$ cat config.mk
export PLATFORM = sky130hd
export DESIGN_NAME = predictive_notice_monitor
export DESIGN_NICKNAME = d
export VERILOG_FILES = /design/src/hdl/notice_pkg.sv /design/src/hdl/predictive_notice_monitor.sv
export SDC_FILE = /design/constraint.sdc
export NUM_CORES = 1
export LEC_CHECK = 0
export BUFFER_PORTS_ARGS = -buffer_cell sky130_fd_sc_hd__buf_2
export CELL_PAD_IN_SITES_DETAIL_PLACEMENT = 0
export CELL_PAD_IN_SITES_GLOBAL_PLACEMENT = 1
export CORE_ASPECT_RATIO = 1.75
export CORE_MARGIN = 3
export CORE_UTILIZATION = 40
export CTS_BUF_LIST = sky130_fd_sc_hd__clkbuf_16
export CTS_CLUSTER_SIZE = 30
export DETAILED_ROUTE_END_ITERATION = 6
export PLACE_DENSITY_LB_ADDON = 0.1
export RECOVER_POWER = 100
export SYNTH_ARGS = -nofsm -noshare
export SYNTH_HDL_FRONTEND = slang
export SYNTH_SLANG_ARGS = --single-unit
$ cat constraint.sdc
create_clock -name clk_sys -period 13.6 [get_ports clk_sys]
set_input_delay 2.04 -clock clk_sys [delete_from_list [all_inputs] [get_ports clk_sys]]
set_output_delay 2.04 -clock clk_sys [all_outputs]
set_load 0.05 [all_outputs]
$ cat src/hdl/notice_pkg.sv
// Constants for the predictive notice monitor
package notice_pkg;
    // Notice indices
    localparam int N_NOTICE = 11;
    localparam int IDX_WATCH = 0;
    localparam int IDX_DEV = 1;
    localparam int IDX_DRV_HEAT = 2;
    localparam int IDX_MTR_HEAT = 3;
    localparam int IDX_HIGH_SUP = 4;
    localparam int IDX_LOW_SUP = 5;
    localparam int IDX_OVL_TIME = 6;
    localparam int IDX_SPEED = 7;
    localparam int IDX_LOAD_A = 8;
    localparam int IDX_LOAD_B = 9;
    localparam int IDX_TRIP = 10;
    // Register offsets (byte addresses)
    localparam logic [7:0] REG_CTRL = 8'h00;
    localparam logic [7:0] REG_ACTION = 8'h04;
    localparam logic [7:0] REG_WATCH = 8'h08;
    localparam logic [7:0] REG_DEV_TH = 8'h0c;
    localparam logic [7:0] REG_DRV_TH = 8'h10;
    localparam logic [7:0] REG_MTR_TH = 8'h14;
    localparam logic [7:0] REG_HIGH_TH = 8'h18;
    localparam logic [7:0] REG_LOW_TH = 8'h1c;
    localparam logic [7:0] REG_OVL_TH = 8'h20;
    localparam logic [7:0] REG_SPD_TH = 8'h24;
    localparam logic [7:0] REG_LOAD_A_TH = 8'h28;
    localparam logic [7:0] REG_LOAD_B_TH = 8'h2c;
    localparam logic [7:0] REG_DIVISOR = 8'h30;
    localparam logic [7:0] REG_TRIP_TH = 8'h34;
    localparam logic [7:0] REG_STATUS = 8'h38;
    localparam logic [7:0] REG_LOAD_SUM = 8'h3c;
    localparam logic [7:0] REG_CLEAR = 8'h40;
    // Control and watch field positions
    localparam int CTRL_AUTO_CLR = 0;
    localparam int CTRL_LED_EN = 1;
    localparam int CTRL_LOAD_CLR = 2;
    localparam int CTRL_AC_SUPPLY = 3;
    localparam int WATCH_INV = 8;
    // Reset values
    localparam logic [3:0] CTRL_RST = 4'hf;
    localparam logic [10:0] ACTION_RST = 11'h7ff;
    localparam logic [7:0] WATCH_SEL_RST = 8'h80;
    localparam logic [14:0] DEV_TH_RST = 15'h012c;
    localparam logic [6:0] DRV_TH_RST = 7'h55;
    localparam logic [6:0] MTR_TH_RST = 7'h55;
    localparam logic [9:0] HIGH_TH_AC_RST = 10'h1b3;
    localparam logic [9:0] LOW_TH_AC_RST = 10'h078;
    localparam logic [9:0] HIGH_TH_DC_RST = 10'h276;
    localparam logic [9:0] LOW_TH_DC_RST = 10'h0b4;
    localparam logic [8:0] OVL_TH_RST = 9'h032;
    localparam logic [13:0] SPD_TH_RST = 14'h0000;
    localparam logic [30:0] LOAD_TH_RST = 31'h0000_0000;
    localparam logic [14:0] DIVISOR_RST = 15'h0001;
    localparam logic [30:0] TRIP_TH_RST = 31'h0000_0000;
    // LED pattern timing: two blinks then a pause
    localparam int BLINK_ON_MS = 200;
    localparam int BLINK_OFF_MS = 200;
    localparam int PAUSE_MS = 1000;
    localparam int CLK_HZ = 20_000_000;
    localparam int MS_CYCLES = CLK_HZ / 1000;
    localparam int BLINK_ON_CYC = BLINK_ON_MS * MS_CYCLES;
    localparam int BLINK_OFF_CYC = BLINK_OFF_MS * MS_CYCLES;
    localparam int PAUSE_CYC = PAUSE_MS * MS_CYCLES;
    // Blink sequencer states
    typedef enum logic [2:0] {
        LED_IDLE, LED_ON1, LED_OFF1, LED_ON2, LED_PAUSE
    } led_state_t;
endpackage : notice_pkg

$ cat src/hdl/predictive_notice_monitor.sv
// Warning-level notice monitor with flags, aggregate output and LED blink
//
// The implementer's own choices: the register offsets and the address-and-strobe port.
`timescale 1ns/10ps

module predictive_notice_monitor
    import notice_pkg::*;
#(
    // Blink timing in clock cycles; short values suit simulation
    parameter int BLINK_ON = BLINK_ON_CYC,
    parameter int BLINK_OFF = BLINK_OFF_CYC,
    parameter int PAUSE = PAUSE_CYC,
    // Width of the watch selection code
    parameter int SEL_W = 8
) (
    // Clock and reset
    input wire logic clk_sys,
    input wire logic rst_n,
    // Register port
    input wire logic [7:0] reg_addr,
    input wire logic [31:0] reg_wdata,
    input wire logic reg_wr,
    input wire logic reg_rd,
    output logic [31:0] reg_rdata,
    // Measured quantities
    input wire logic [14:0] deviation,
    input wire logic [6:0] driver_temp,
    input wire logic [6:0] motor_temp,
    input wire logic [9:0] supply_volt,
    input wire logic [8:0] overload_time,
    input wire logic [13:0] motor_speed,
    input wire logic [15:0] load_sample,
    input wire logic load_sample_vld,
    input wire logic [30:0] trip_distance,
    input wire logic motion_active,
    // Output signals open to the watch selector
    input wire logic [(1 << SEL_W)-1:0] watch_sources,
    // Notice outputs
    output logic user_watch_flag,
    output logic deviation_notice_flag,
    output logic driver_heat_notice_flag,
    output logic motor_heat_notice_flag,
    output logic high_supply_notice_flag,
    output logic low_supply_notice_flag,
    output logic overload_time_notice_flag,
    output logic speed_notice_flag,
    output logic load_sum_a_notice_flag,
    output logic load_sum_b_notice_flag,
    output logic trip_distance_notice_flag,
    output logic notice_out,
    // Twin colour indicator
    output logic twin_colour_indicator_red,
    output logic twin_colour_indicator_green
);

    // Settings
    logic [3:0] ctrl_r, ctrl_nxt;                 // Auto clear, LED, load clear, AC
    logic [10:0] action_r, action_nxt;            // Reflect bit per notice
    logic [SEL_W-1:0] watch_sel_r, watch_sel_nxt; // Watched signal code
    logic watch_inv_r, watch_inv_nxt;             // Watch inversion
    // Thresholds in the units of each measurement
    logic [14:0] dev_th_r, dev_th_nxt;
    logic [6:0] drv_th_r, drv_th_nxt;
    logic [6:0] mtr_th_r, mtr_th_nxt;
    logic [9:0] high_th_r, high_th_nxt;
    logic [9:0] low_th_r, low_th_nxt;
    logic [8:0] ovl_th_r, ovl_th_nxt;
    logic [13:0] spd_th_r, spd_th_nxt;
    // Load and travel limits; zero trip disables
    logic [30:0] load_a_th_r, load_a_th_nxt;
    logic [30:0] load_b_th_r, load_b_th_nxt;
    logic [14:0] divisor_r, divisor_nxt;
    logic [30:0] trip_th_r, trip_th_nxt;

    // Notice state
    logic [10:0] flag_r, flag_nxt;                // Held notice flags
    logic [10:0] cond;                            // Live generation conditions
    logic [30:0] load_sum_r, load_sum_nxt;        // Cumulative load
    logic [14:0] div_cnt_r, div_cnt_nxt;          // Divisor prescaler
    logic motion_d_r, motion_d_nxt;               // Motion edge detector
    logic [31:0] rdata_r, rdata_nxt;
    logic host_clear;

    // LED sequencer
    led_state_t led_st_r, led_st_nxt;
    logic [31:0] led_cnt_r, led_cnt_nxt;
    logic led_on_r, led_on_nxt;
    logic blink_req;

    // Any write to the clear address; data ignored
    assign host_clear = reg_wr && (reg_addr == REG_CLEAR);

    // Generation conditions from live measurements
    always_comb begin
        cond = '0;
        // Watch flag with optional inversion
        cond[IDX_WATCH] = watch_sources[watch_sel_r] ^ watch_inv_r;
        // Reaching a limit counts as crossing it
        cond[IDX_DEV] = deviation >= dev_th_r;
        cond[IDX_DRV_HEAT] = driver_temp >= drv_th_r;
        cond[IDX_MTR_HEAT] = motor_temp >= mtr_th_r;
        // One register pair serves both supply variants
        cond[IDX_HIGH_SUP] = supply_volt >= high_th_r;
        cond[IDX_LOW_SUP] = supply_volt <= low_th_r;
        cond[IDX_OVL_TIME] = overload_time >= ovl_th_r;
        // Zero threshold means disabled
        cond[IDX_SPEED] = (spd_th_r != '0) && (motor_speed >= spd_th_r);
        // Both load notices watch one sum
        cond[IDX_LOAD_A] = load_sum_r >= load_a_th_r;
        cond[IDX_LOAD_B] = load_sum_r >= load_b_th_r;
        cond[IDX_TRIP] = (trip_th_r != '0) && (trip_distance >= trip_th_r);
    end

    // Flag hold and clear; a live cause always wins over a clear
    always_comb begin
        // Auto clear: flags track live causes
        if (ctrl_r[CTRL_AUTO_CLR]) begin
            flag_nxt = cond;
        end else if (host_clear) begin
            // Clear drops only flags whose cause is gone
            flag_nxt = cond;
        end else begin
            // Hold: a raised flag stays until cleared
            flag_nxt = flag_r | cond;
        end
    end

    // Cumulative load with divisor and start-edge clear
    always_comb begin
        load_sum_nxt = load_sum_r;
        div_cnt_nxt = div_cnt_r;
        // Edge detector resets low, the idle level of motion
        motion_d_nxt = motion_active;
        // Start of motion clears the sum when enabled
        if (motion_active && !motion_d_r && ctrl_r[CTRL_LOAD_CLR]) begin
            load_sum_nxt = '0;
            div_cnt_nxt = '0;
        end else if (load_sample_vld) begin
            // One count per divisor samples; saturate instead of wrapping
            if (div_cnt_r + 15'h0001 >= divisor_r) begin
                div_cnt_nxt = '0;
                if (load_sum_r + 31'(load_sample) >= load_sum_r) begin
                    load_sum_nxt = load_sum_r + 31'(load_sample);
                end else begin
                    // Pinned at full scale; never wraps to small
                    load_sum_nxt = '1;
                end
            end else begin
                div_cnt_nxt = div_cnt_r + 15'h0001;
            end
        end
    end

    // Settings write port
    always_comb begin
        ctrl_nxt = ctrl_r;
        action_nxt = action_r;
        watch_sel_nxt = watch_sel_r;
        watch_inv_nxt = watch_inv_r;
        dev_th_nxt = dev_th_r;
        drv_th_nxt = drv_th_r;
        mtr_th_nxt = mtr_th_r;
        high_th_nxt = high_th_r;
        low_th_nxt = low_th_r;
        ovl_th_nxt = ovl_th_r;
        spd_th_nxt = spd_th_r;
        load_a_th_nxt = load_a_th_r;
        load_b_th_nxt = load_b_th_r;
        divisor_nxt = divisor_r;
        trip_th_nxt = trip_th_r;
        if (reg_wr) begin
            // Read-only and unmapped addresses change nothing
            unique case (reg_addr)
                REG_CTRL: ctrl_nxt = reg_wdata[3:0];
                REG_ACTION: action_nxt = reg_wdata[10:0];
                REG_WATCH: begin
                    watch_sel_nxt = reg_wdata[SEL_W-1:0];
                    watch_inv_nxt = reg_wdata[WATCH_INV];
                end
                REG_DEV_TH: dev_th_nxt = reg_wdata[14:0];
                REG_DRV_TH: drv_th_nxt = reg_wdata[6:0];
                REG_MTR_TH: mtr_th_nxt = reg_wdata[6:0];
                REG_HIGH_TH: high_th_nxt = reg_wdata[9:0];
                REG_LOW_TH: low_th_nxt = reg_wdata[9:0];
                REG_OVL_TH: ovl_th_nxt = reg_wdata[8:0];
                REG_SPD_TH: spd_th_nxt = reg_wdata[13:0];
                REG_LOAD_A_TH: load_a_th_nxt = reg_wdata[30:0];
                REG_LOAD_B_TH: load_b_th_nxt = reg_wdata[30:0];
                // A written zero divisor is stored as one, the reset value
                REG_DIVISOR: divisor_nxt = (reg_wdata[14:0] == '0) ? DIVISOR_RST : reg_wdata[14:0];
                REG_TRIP_TH: trip_th_nxt = reg_wdata[30:0];
                default: ;
            endcase
        end
    end

    // Read port, data in the following cycle only
    always_comb begin
        rdata_nxt = '0;
        // Zero outside a read slot so stale data never lingers
        if (reg_rd) begin
            unique case (reg_addr)
                REG_CTRL: rdata_nxt = {28'h0, ctrl_r};
                REG_ACTION: rdata_nxt = {21'h0, action_r};
                REG_WATCH: rdata_nxt = {23'h0, watch_inv_r, 8'(watch_sel_r)};
                REG_DEV_TH: rdata_nxt = {17'h0, dev_th_r};
                REG_DRV_TH: rdata_nxt = {25'h0, drv_th_r};
                REG_MTR_TH: rdata_nxt = {25'h0, mtr_th_r};
                REG_HIGH_TH: rdata_nxt = {22'h0, high_th_r};
                REG_LOW_TH: rdata_nxt = {22'h0, low_th_r};
                REG_OVL_TH: rdata_nxt = {23'h0, ovl_th_r};
                REG_SPD_TH: rdata_nxt = {18'h0, spd_th_r};
                REG_LOAD_A_TH: rdata_nxt = {1'h0, load_a_th_r};
                REG_LOAD_B_TH: rdata_nxt = {1'h0, load_b_th_r};
                REG_DIVISOR: rdata_nxt = {17'h0, divisor_r};
                REG_TRIP_TH: rdata_nxt = {1'h0, trip_th_r};
                REG_STATUS: rdata_nxt = {20'h0, notice_out, flag_r};
                REG_LOAD_SUM: rdata_nxt = {1'h0, load_sum_r};
                default: rdata_nxt = '0;
            endcase
        end
    end

    // Aggregate: only reflected notices count
    assign notice_out = |(flag_r & action_r);
    assign blink_req = notice_out && ctrl_r[CTRL_LED_EN];

    // Two-blink sequencer; finishes a pattern then idles
    always_comb begin
        led_st_nxt = led_st_r;
        led_cnt_nxt = led_cnt_r + 32'h1;
        led_on_nxt = 1'b0;
        // Counter restarts at every state change
        unique case (led_st_r)
            // Dark until a reflected notice with the LED enabled
            LED_IDLE: begin
                led_cnt_nxt = '0;
                if (blink_req) begin
                    led_st_nxt = LED_ON1;
                end
            end
            // First blink lit
            LED_ON1: begin
                led_on_nxt = 1'b1;
                if (led_cnt_r >= 32'(BLINK_ON - 1)) begin
                    led_st_nxt = LED_OFF1;
                    led_cnt_nxt = '0;
                    led_on_nxt = 1'b0;
                end
            end
            // Gap between the blinks
            LED_OFF1: begin
                if (led_cnt_r >= 32'(BLINK_OFF - 1)) begin
                    led_st_nxt = LED_ON2;
                    led_cnt_nxt = '0;
                    led_on_nxt = 1'b1;
                end
            end
            // Second blink lit
            LED_ON2: begin
                led_on_nxt = 1'b1;
                if (led_cnt_r >= 32'(BLINK_ON - 1)) begin
                    led_st_nxt = LED_PAUSE;
                    led_cnt_nxt = '0;
                    led_on_nxt = 1'b0;
                end
            end
            // Long dark pause sets patterns apart
            LED_PAUSE: begin
                if (led_cnt_r >= 32'(PAUSE - 1)) begin
                    led_st_nxt = LED_IDLE;
                    led_cnt_nxt = '0;
                end
            end
        endcase
    end

    // Both colours together; no path back into motion control
    assign twin_colour_indicator_red = led_on_r;
    assign twin_colour_indicator_green = led_on_r;

    // Flag outputs straight from held flags
    assign user_watch_flag = flag_r[IDX_WATCH];
    assign deviation_notice_flag = flag_r[IDX_DEV];
    assign driver_heat_notice_flag = flag_r[IDX_DRV_HEAT];
    assign motor_heat_notice_flag = flag_r[IDX_MTR_HEAT];
    assign high_supply_notice_flag = flag_r[IDX_HIGH_SUP];
    assign low_supply_notice_flag = flag_r[IDX_LOW_SUP];
    assign overload_time_notice_flag = flag_r[IDX_OVL_TIME];
    assign speed_notice_flag = flag_r[IDX_SPEED];
    assign load_sum_a_notice_flag = flag_r[IDX_LOAD_A];
    assign load_sum_b_notice_flag = flag_r[IDX_LOAD_B];
    assign trip_distance_notice_flag = flag_r[IDX_TRIP];
    // Read data straight from its register
    assign reg_rdata = rdata_r;

    // State registers
    always_ff @(posedge clk_sys or negedge rst_n) begin
        if (!rst_n) begin
            // Settings back to their defaults
            ctrl_r <= CTRL_RST;
            action_r <= ACTION_RST;
            watch_sel_r <= SEL_W'(WATCH_SEL_RST);
            watch_inv_r <= 1'b0;
            dev_th_r <= DEV_TH_RST;
            drv_th_r <= DRV_TH_RST;
            mtr_th_r <= MTR_TH_RST;
            high_th_r <= HIGH_TH_AC_RST;
            low_th_r <= LOW_TH_AC_RST;
            ovl_th_r <= OVL_TH_RST;
            spd_th_r <= SPD_TH_RST;
            load_a_th_r <= LOAD_TH_RST;
            load_b_th_r <= LOAD_TH_RST;
            divisor_r <= DIVISOR_RST;
            trip_th_r <= TRIP_TH_RST;
            // Notices, load sum and blinking start cleared
            flag_r <= '0;
            load_sum_r <= '0;
            div_cnt_r <= '0;
            motion_d_r <= 1'b0;
            rdata_r <= '0;
            led_st_r <= LED_IDLE;
            led_cnt_r <= '0;
            led_on_r <= 1'b0;
        end else begin
            // Normal run: take every next value
            ctrl_r <= ctrl_nxt;
            action_r <= action_nxt;
            watch_sel_r <= watch_sel_nxt;
            watch_inv_r <= watch_inv_nxt;
            dev_th_r <= dev_th_nxt;
            drv_th_r <= drv_th_nxt;
            mtr_th_r <= mtr_th_nxt;
            high_th_r <= high_th_nxt;
            low_th_r <= low_th_nxt;
            ovl_th_r <= ovl_th_nxt;
            spd_th_r <= spd_th_nxt;
            load_a_th_r <= load_a_th_nxt;
            load_b_th_r <= load_b_th_nxt;
            divisor_r <= divisor_nxt;
            trip_th_r <= trip_th_nxt;
            flag_r <= flag_nxt;
            load_sum_r <= load_sum_nxt;
            div_cnt_r <= div_cnt_nxt;
            motion_d_r <= motion_d_nxt;
            rdata_r <= rdata_nxt;
            led_st_r <= led_st_nxt;
            led_cnt_r <= led_cnt_nxt;
            led_on_r <= led_on_nxt;
        end
    end

endmodule : predictive_notice_monitor

==> impl_metrics.json, run 1 <==
{
  "status": "complete, but fails checks",
  "violations": "max-capacitance violations, max-slew violations",
  "rr_endpoint": "load_sum_r[4]",
  "hold_depth": 1,
  "fin_nets": 3149,
  "cts_setup_buffers": 0,
  "numCtsBuffers": 35,
  "syn_area_per_cell_um2": 10.6,
  "max_freq_mhz": 138,
  "swShare": 0.380,
  "synth_ff_type": "dfrtp_1",
  "syn-instance-count": 2088,
  "leakage_nw": 11.8,
  "relSlewSlack": -2.96,
  "grt_max_degree": 162,
  "antenna_left": 0,
  "worst-path-max-fanout": 161,
  "regToRegSetupSlack_ns": 7.71,
  "routedWlPerCell_um": 26.0,
  "seq_area_frac_synth": 0.374,
  "insertion_delay_ns": 0.56,
  "drt-pass1-iter-count": 5,
  "dp_hpwl_um": 66400,
  "synth.area.top_cells": "dfrtp_1, ha_1, mux2_2",
  "cts_root_buf": "clkbuf_16",
  "vias": 18692,
  "synth.largest_area_cell": "dfrtp_1",
  "tightest_slew_ns": 5.93,
  "port_buffers": 454,
  "clk_path_buf_depth": 3,
  "rsz0062_at_grt": "false",
  "vdd_drop_max_mv": 0.0800,
  "power_density_nw_per_um2": 131,
  "start_kind": "input pin",
  "synthToLayoutAreaGrowth_pct": 18.1,
  "cts.clk_slew.worst_paths_ns": 0.06,
  "grt_use_total": 0.283,
  "fin_area_um2": 26200,
  "drc": 0,
  "die-area_um2": 58400,
  "placed_area_um2": 25200,
  "hold_end": "led_cnt_r[0]",
  "p_clk_frac": 0.282,
  "grt_antenna_before_repair": 10,
  "cpPeakStageDelay_ns": 4.06,
  "num_rows": 113,
  "end_kind": "asynchronous set/reset pin",
  "die_h_um": 317,
  "coreArea_um2": 54600,
  "grt_overflow": 0,
  "io-pin-count": 457,
  "die_w_um": 184,
  "grt_pass1_vias": 20238,
  "cp_slowest_cell": "clkbuf_1",
  "power_frac_seq": 0.370,
  "initial_core_util": 0.406,
  "synth_top_area_frac": 0.324,
  "syn_area_um2": 22200,
  "switching_power_mw": 1.30,
  "drive_gt1_frac": 0.317,
  "combPwrFrac": 0.348,
  "worstPathRequired_ns": 14.07,
  "cell_internal_pwr_mw": 2.12,
  "cts_resized": 0,
  "wirelength_um": 84300,
  "hold_start": "led_cnt_r[0]",
  "r2r_cells": 19,
  "fin_crit_sh": 0.531,
  "worstSetupPathType": "input pin to asynchronous set/reset pin",
  "postCtsHoldBufs": 0,
  "cts_tree": "done",
  "first_iter_violations": 1113,
  "synth_cell_type_count": 68,
  "cp_cell_sequence": "clkbuf_1 -> buf_12 -> buf_4",
  "async_flop_share": 1.00,
  "layout_min_cycle_time_ns": 7.23,
  "r2r-start": "load_sum_r[7]",
  "grt_pass1_wl_um": 124000,
  "crit_arrival_ns": 7.70,
  "tns_ns": 0,
  "cts.sinks": 329,
  "crit_family": "buffers and inverters",
  "postLayoutCoreUtil": 0.480,
  "ys_seq_elements": 329,
  "hp-class": "register to register",
  "yosys_warnings": 0,
  "globalplace.congestion": 0.945,
  "timing.clock.skew_ns": 0.0407,
  "critPathBufInv": 3,
  "slew_violations": 379,
  "synth_edf_count": 0,
  "cts.htree.levels": 2,
  "power_mw": 3.42,
  "drv_cap": 9,
  "via_per_inst": 5.77,
  "finalHoldViolations": 0,
  "setup_viol": 0
}
power groups by stage:
stage	clock network (mW)	logic [mW]	registers, mW
3_3_place_gp	0	1.17	1.29
6_report	0.966	1.19	1.27
2_1_floorplan	0	0.852	1.18
5_1_grt	1.02	1.35	1.27
4_1_cts	0.987	1.20	1.27
3_5_place_dp	0	1.19	1.29
cell families after synthesis:
| family | Yosys count | synth area share |
|---|---|---|
| AOI/OAI and AO/OA | 464 | 0.141 |
| and+or+nand+nor | 409 | 0.0915 |
| DFF | 329 | 0.374 |
| buffers and inverters | 308 | 0.0536 |
| muxes | 290 | 0.189 |
| adders and majority gates | 221 | 0.125 |
| xor gates and xnor gates | 66 | 0.0261 |
| other | 1 | 0.000169 |
metrics by stage:
stage               setup WS (ns)  hold slack, ns  cells
detailed placement           6.13           0.489   3170
floorplan                    7.61           0.455   2095
finish                       6.37           0.495   3239
global route                 5.29           0.526   3239
global placement             6.09           0.469   3170
CTS                          6.67           0.497   3231
state kept, by name, indices dropped and copies added, names as in the netlist, 15 cells and up:
signal and cells:
divisor_r 15, load_sum_r 31, dev_th_r 15, trip_th_r 31, load_b_th_r 31, led_cnt_r 32, reg_rdata 31, load_a_th_r 31
div_cnt_r 15
Yosys cell counts (4+ instances only):
cell,count
a211oi_1,8
a21o_1,34
a21oi_1,109
a221oi_1,29
a222oi_1,11
a22o_1,35
a22oi_1,73
a31oi_1,23
and3_1,18
and4_1,7
buf_1,10
buf_2,11
clkbuf_1,63
dfrtp_1,287
dfstp_2,42
ha_1,220
inv_1,220
mux2_2,204
mux2i_1,4
mux4_2,82
nand2_1,88
nand2b_1,27
nand3_1,39
nand3b_1,5
nand4_1,32
nor2_1,119
nor2b_1,29
nor3_1,14
nor3b_1,4
nor4_1,16
o211ai_1,4
o21a_1,8
o21ai_0,83
o21ai_1,8
o31ai_1,6
xnor2_1,37
xor2_1,29
cell usage in the layout, fill, tap and decap left out, types with 18 or more instances in the layout:
cell type,count
a21o_1,34
a21oi_1,109
a221oi_1,29
a22o_1,35
a22oi_1,73
a31oi_1,23
and3_1,18
buf_2,406
clkbuf_1,58
clkbuf_16,35
dfrtp_1,285
dfstp_2,42
ha_1,220
inv_1,227
mux2_2,204
mux4_2,82
nand2_1,88
nand2b_1,27
nand3_1,39
nand4_1,32
nor2_1,117
nor2b_1,29
o21ai_0,90
xnor2_1,37
xor2_1,29
per-layer routing:
layer | vias to the layer above | track usage | routed length [µm]
met5 | - | 0 | 0
met4 | 0 | 0.154 | 5710
met3 | 194 | 0.0341 | 4070
met2 | 720 | 0.541 | 45800
met1 | 9215 | 0.294 | 28700
li1 | 8563 | - | -
layout make-up:
| cell class | instances | area (µm²) |
|---|---|---|
| Multi-Input combinational cell | 1458 | 12700 |
| Timing Repair Buffer | 473 | 2330 |
| Inverter | 220 | 826 |
| Tap cell | 690 | 863 |
| Antenna cell | 8 | 20.0 |
| Fill cell | 5271 | 28400 |
| Clock buffer | 35 | 876 |
| Sequential cell | 329 | 8290 |
| Clock inverter | 26 | 246 |
worst register-to-register path: stages, from the launching register on:
cell and delay (ns):
dfrtp_1 0.62, ha_1 0.38, a21o_1 0.21, a31oi_1 0.38
nand3b_1 0.16, o211a_1 0.25, o21ai_0 0.16, nand2b_1 0.11
a21oi_1 0.66, nor3_1 0.15, ha_1 0.34, xnor2_1 0.26
a211oi_1 0.09, and4_1 0.23, o311ai_0 0.11, nand2_1 0.17
o31ai_1 0.23, nor2_1 0.08, or4_1 0.96, o21ai_0 0.24
worst max path at each step:
stage	start	endpoint	slack [ns]	cells past startpoint
6_report	rst_n	watch_sel_r[0]	6.37	3
4_1_cts	load_sample[1]	load_sum_r[4]	6.67	21
3_3_place_gp	load_sample[1]	load_sum_r[0]	6.09	21
3_5_place_dp	load_sample[1]	load_sum_r[4]	6.13	21
5_1_grt	rst_n	watch_sel_r[0]	5.29	3
2_1_floorplan	load_sample[1]	load_sum_r[30]	7.61	22
Power figures use the tool's default switching activity.
==> run 2, diff against run 1 <==
Settings changed: ABC_AREA set to 1.
Clock period 13.6 ns to 6.7 ns, I/O delays scaled along.
==> run 2 against run 1 <==
  * The run still ends with max-capacitance violations, max-slew violations left
  * Combinational power grew 130%
  * Critical path depth grew 6
  * Via count grew 29%
  * Global-route usage grew 4.2 points
  * Critical path type is now input pin to register
  * Largest cell class unchanged
  * Largest power group is now combinational logic
==> impl_metrics.json, run 2 <==
{
  "first_iter_violations": 1501,
  "wirelength_um": 103000,
  "layout_min_cycle_time_ns": 5.52,
  "routedWlPerCell_um": 23.3,
  "relSlewSlack": -1.05,
  "end_kind": "register",
  "yosys_warnings": 0,
  "ys_seq_elements": 329,
  "seq_area_frac_synth": 0.356,
  "power_density_nw_per_um2": 270,
  "crit_arrival_ns": 5.83,
  "vias": 24205,
  "dp_hpwl_um": 82100,
  "cts_root_buf": "clkbuf_16",
  "finalHoldViolations": 0,
  "cts.sinks": 329,
  "top_register": "led_cnt_r",
  "cts_tree": "done",
  "synth_edf_count": 0,
  "globalplace.congestion": 0.961,
  "grt_pass1_wl_um": 150000,
  "fin_crit_sh": 0.824,
  "clk_path_buf_depth": 3,
  "num_rows": 116,
  "fin_nets": 4225,
  "async_flop_share": 1.00,
  "slew_violations": 378,
  "tightest_slew_ns": 3.07,
  "cts.htree.levels": 2,
  "insertion_delay_ns": 0.55,
  "setup_viol": 0,
  "worstPathRequired_ns": 7.01,
  "swShare": 0.406,
  "mostFrequentLayoutCells": "nand2_1, inv_1, buf_2",
  "port_buffers": 454,
  "violations": "max-capacitance violations, max-slew violations",
  "nFillCells": 6092,
  "cts.clk_slew.worst_paths_ns": 0.06,
  "drc": 0,
  "max_freq_mhz": 181,
  "power_frac_seq": 0.348,
  "worstSetupPathType": "input pin to register",
  "combPwrFrac": 0.367,
  "timing.clock.skew_ns": 0.0168,
  "syn_area_per_cell_um2": 7.26,
  "worst-path-max-fanout": 62,
  "die_h_um": 325,
  "cts_resized": 0,
  "drv_cap": 6,
  "die_w_um": 188,
  "coreArea_um2": 57500,
  "io-pin-count": 457,
  "vdd_drop_max_mv": 0.263,
  "syn-instance-count": 3207,
  "grt_max_degree": 170,
  "synth_top_area_frac": 0.308,
  "grt_pass1_vias": 24281,
  "final_common_cell": "nand2_1",
  "p_clk_frac": 0.285,
  "start_kind": "input pin",
  "synth.largest_area_cell": "dfrtp_1",
  "syn_area_um2": 23300,
  "setup_ws_ns": 1.18,
  "status": "complete, but fails checks",
  "cell_internal_pwr_mw": 4.38,
  "dp_slack_ns": 1.39,
  "drive_gt1_frac": 0.152,
  "grt_use_total": 0.325,
  "initial_core_util": 0.405,
  "postCtsHoldBufs": 0,
  "rsz0062_at_grt": "false",
  "hold_depth": 1,
  "synthToLayoutAreaGrowth_pct": 17.3,
  "yosysMostFrequentCell": "nand2_1",
  "seqCellArea_um2": 8290,
  "cts_setup_buffers": 0,
  "switching_power_mw": 2.99,
  "tns_ns": 0,
  "drt-pass1-iter-count": 6,
  "antenna_left": 0,
  "grt_antenna_before_repair": 16,
  "largest_reg_flops": 32,
  "grt_overflow": 0,
  "hp-class": "register to register",
  "via_per_inst": 5.50,
  "synth_cell_type_count": 52,
  "leakage_nw": 13.2,
  "synth_common_cells": "nand2_1, inv_1, o21ai_0",
  "numCtsBuffers": 36,
  "synth.area.top_cells": "dfrtp_1, nand2_1, ha_1",
  "synth_ff_type": "dfrtp_1",
  "die-area_um2": 61300,
  "multi_input_area_um2": 12800,
  "r2r_cells": 23
}
## run 2: cell types whose count changed after synthesis, moves of 44 or more
| cell | change |
|---|---|
| inv_1 | +211 |
| o22ai_1 | +114 |
| nand2_1 | +665 |
| a22oi_1 | -73 |
| nand3_1 | +149 |
| mux4_2 | -82 |
| clkbuf_1 | +44 |
| nor2_1 | +83 |
| o21ai_0 | +276 |
| mux2_2 | -204 |
## run 2: worst paths after layout
path | startpoint | slack [ns] | endpoint
min in group asynchronous | rst_n | 1.40 | led_cnt_r[18]
max in group asynchronous | rst_n | 3.23 | div_cnt_r[7]
max reg2reg | div_cnt_r[0] | 1.61 | load_sum_r[4]
max | reg_addr[0] | 1.18 | load_b_th_r[15]
min reg2reg | led_cnt_r[0] | 0.45 | led_cnt_r[0]
min | led_cnt_r[0] | 0.45 | led_cnt_r[0]
## run 2: kinds of logic (layout without fill, tap and decap cells)
group                    after synthesis  count (layout)  share of synthesized area
AND/OR/NAND/NOR                     1288            1288                      0.233
other                                  1              20                   0.000161
flip-flops                           329             329                      0.356
XOR/XNOR                              53              53                     0.0199
adder cells (fa/ha/maj)              221             221                      0.119
AO/OA/AOI/OAI                        740             740                      0.177
buffers and inverters                575             982                     0.0946
## run 2: stage by stage
stage / cell area (µm²) / util / instances / hold WS (ns) / power [mW]
3_5_place_dp: 26200 / 0.456 / 4322 / 0.452 / 5.31
2_1_floorplan: 23300 / - / 3214 / 0.421 / 4.23
3_3_place_gp: 26200 / 0.456 / 4322 / 0.435 / 5.24
4_1_cts: 27400 / 0.477 / 4388 / 0.460 / 7.44
6_report: 27300 / 0.476 / 4400 / 0.453 / 7.37
5_1_grt: 27300 / 0.475 / 4396 / 0.474 / 7.87
## run 2: routing by layer
layer / up-vias / GRT usage / wire length (µm)
met5: - / 0 / 59
met4: 12 / 0.253 / 9770
met3: 316 / 0.0480 / 5710
met2: 972 / 0.607 / 53200
met1: 11390 / 0.318 / 33900
li1: 11515 / - / -
## run 2: critical path, cell delays in order
cell and delay, ns:
clkbuf_1 0.17, or2_0 0.40, nor3_1 0.16, nand2_1 0.09
clkbuf_1 1.28, inv_1 0.39, nand2_1 0.15, clkbuf_1 1.85
o21ai_0 0.28
## run 2: power by group through the flow
stage                     sequential [mW]  clock (mW)  combinational (mW)
final                                2.56        2.10                2.71
after global placement               2.59           0                2.65
after global routing                 2.57        2.21                3.08
after detailed placement             2.60           0                2.71
after CTS                            2.56        2.15                2.73
after floorplan                      2.44           0                1.80
## run 2: final cells by class
| class | count | area share |
|---|---|---|
| sequential | 329 | 0.303 |
| inverter | 440 | 0.0604 |
| clock buffer | 38 | 0.0348 |
| timing repair buffer | 476 | 0.0863 |
| multi-input combinational | 2310 | 0.469 |
| antenna | 12 | 0.00110 |
| tap | 767 | 0.0351 |
| clock inverter | 28 | 0.00970 |
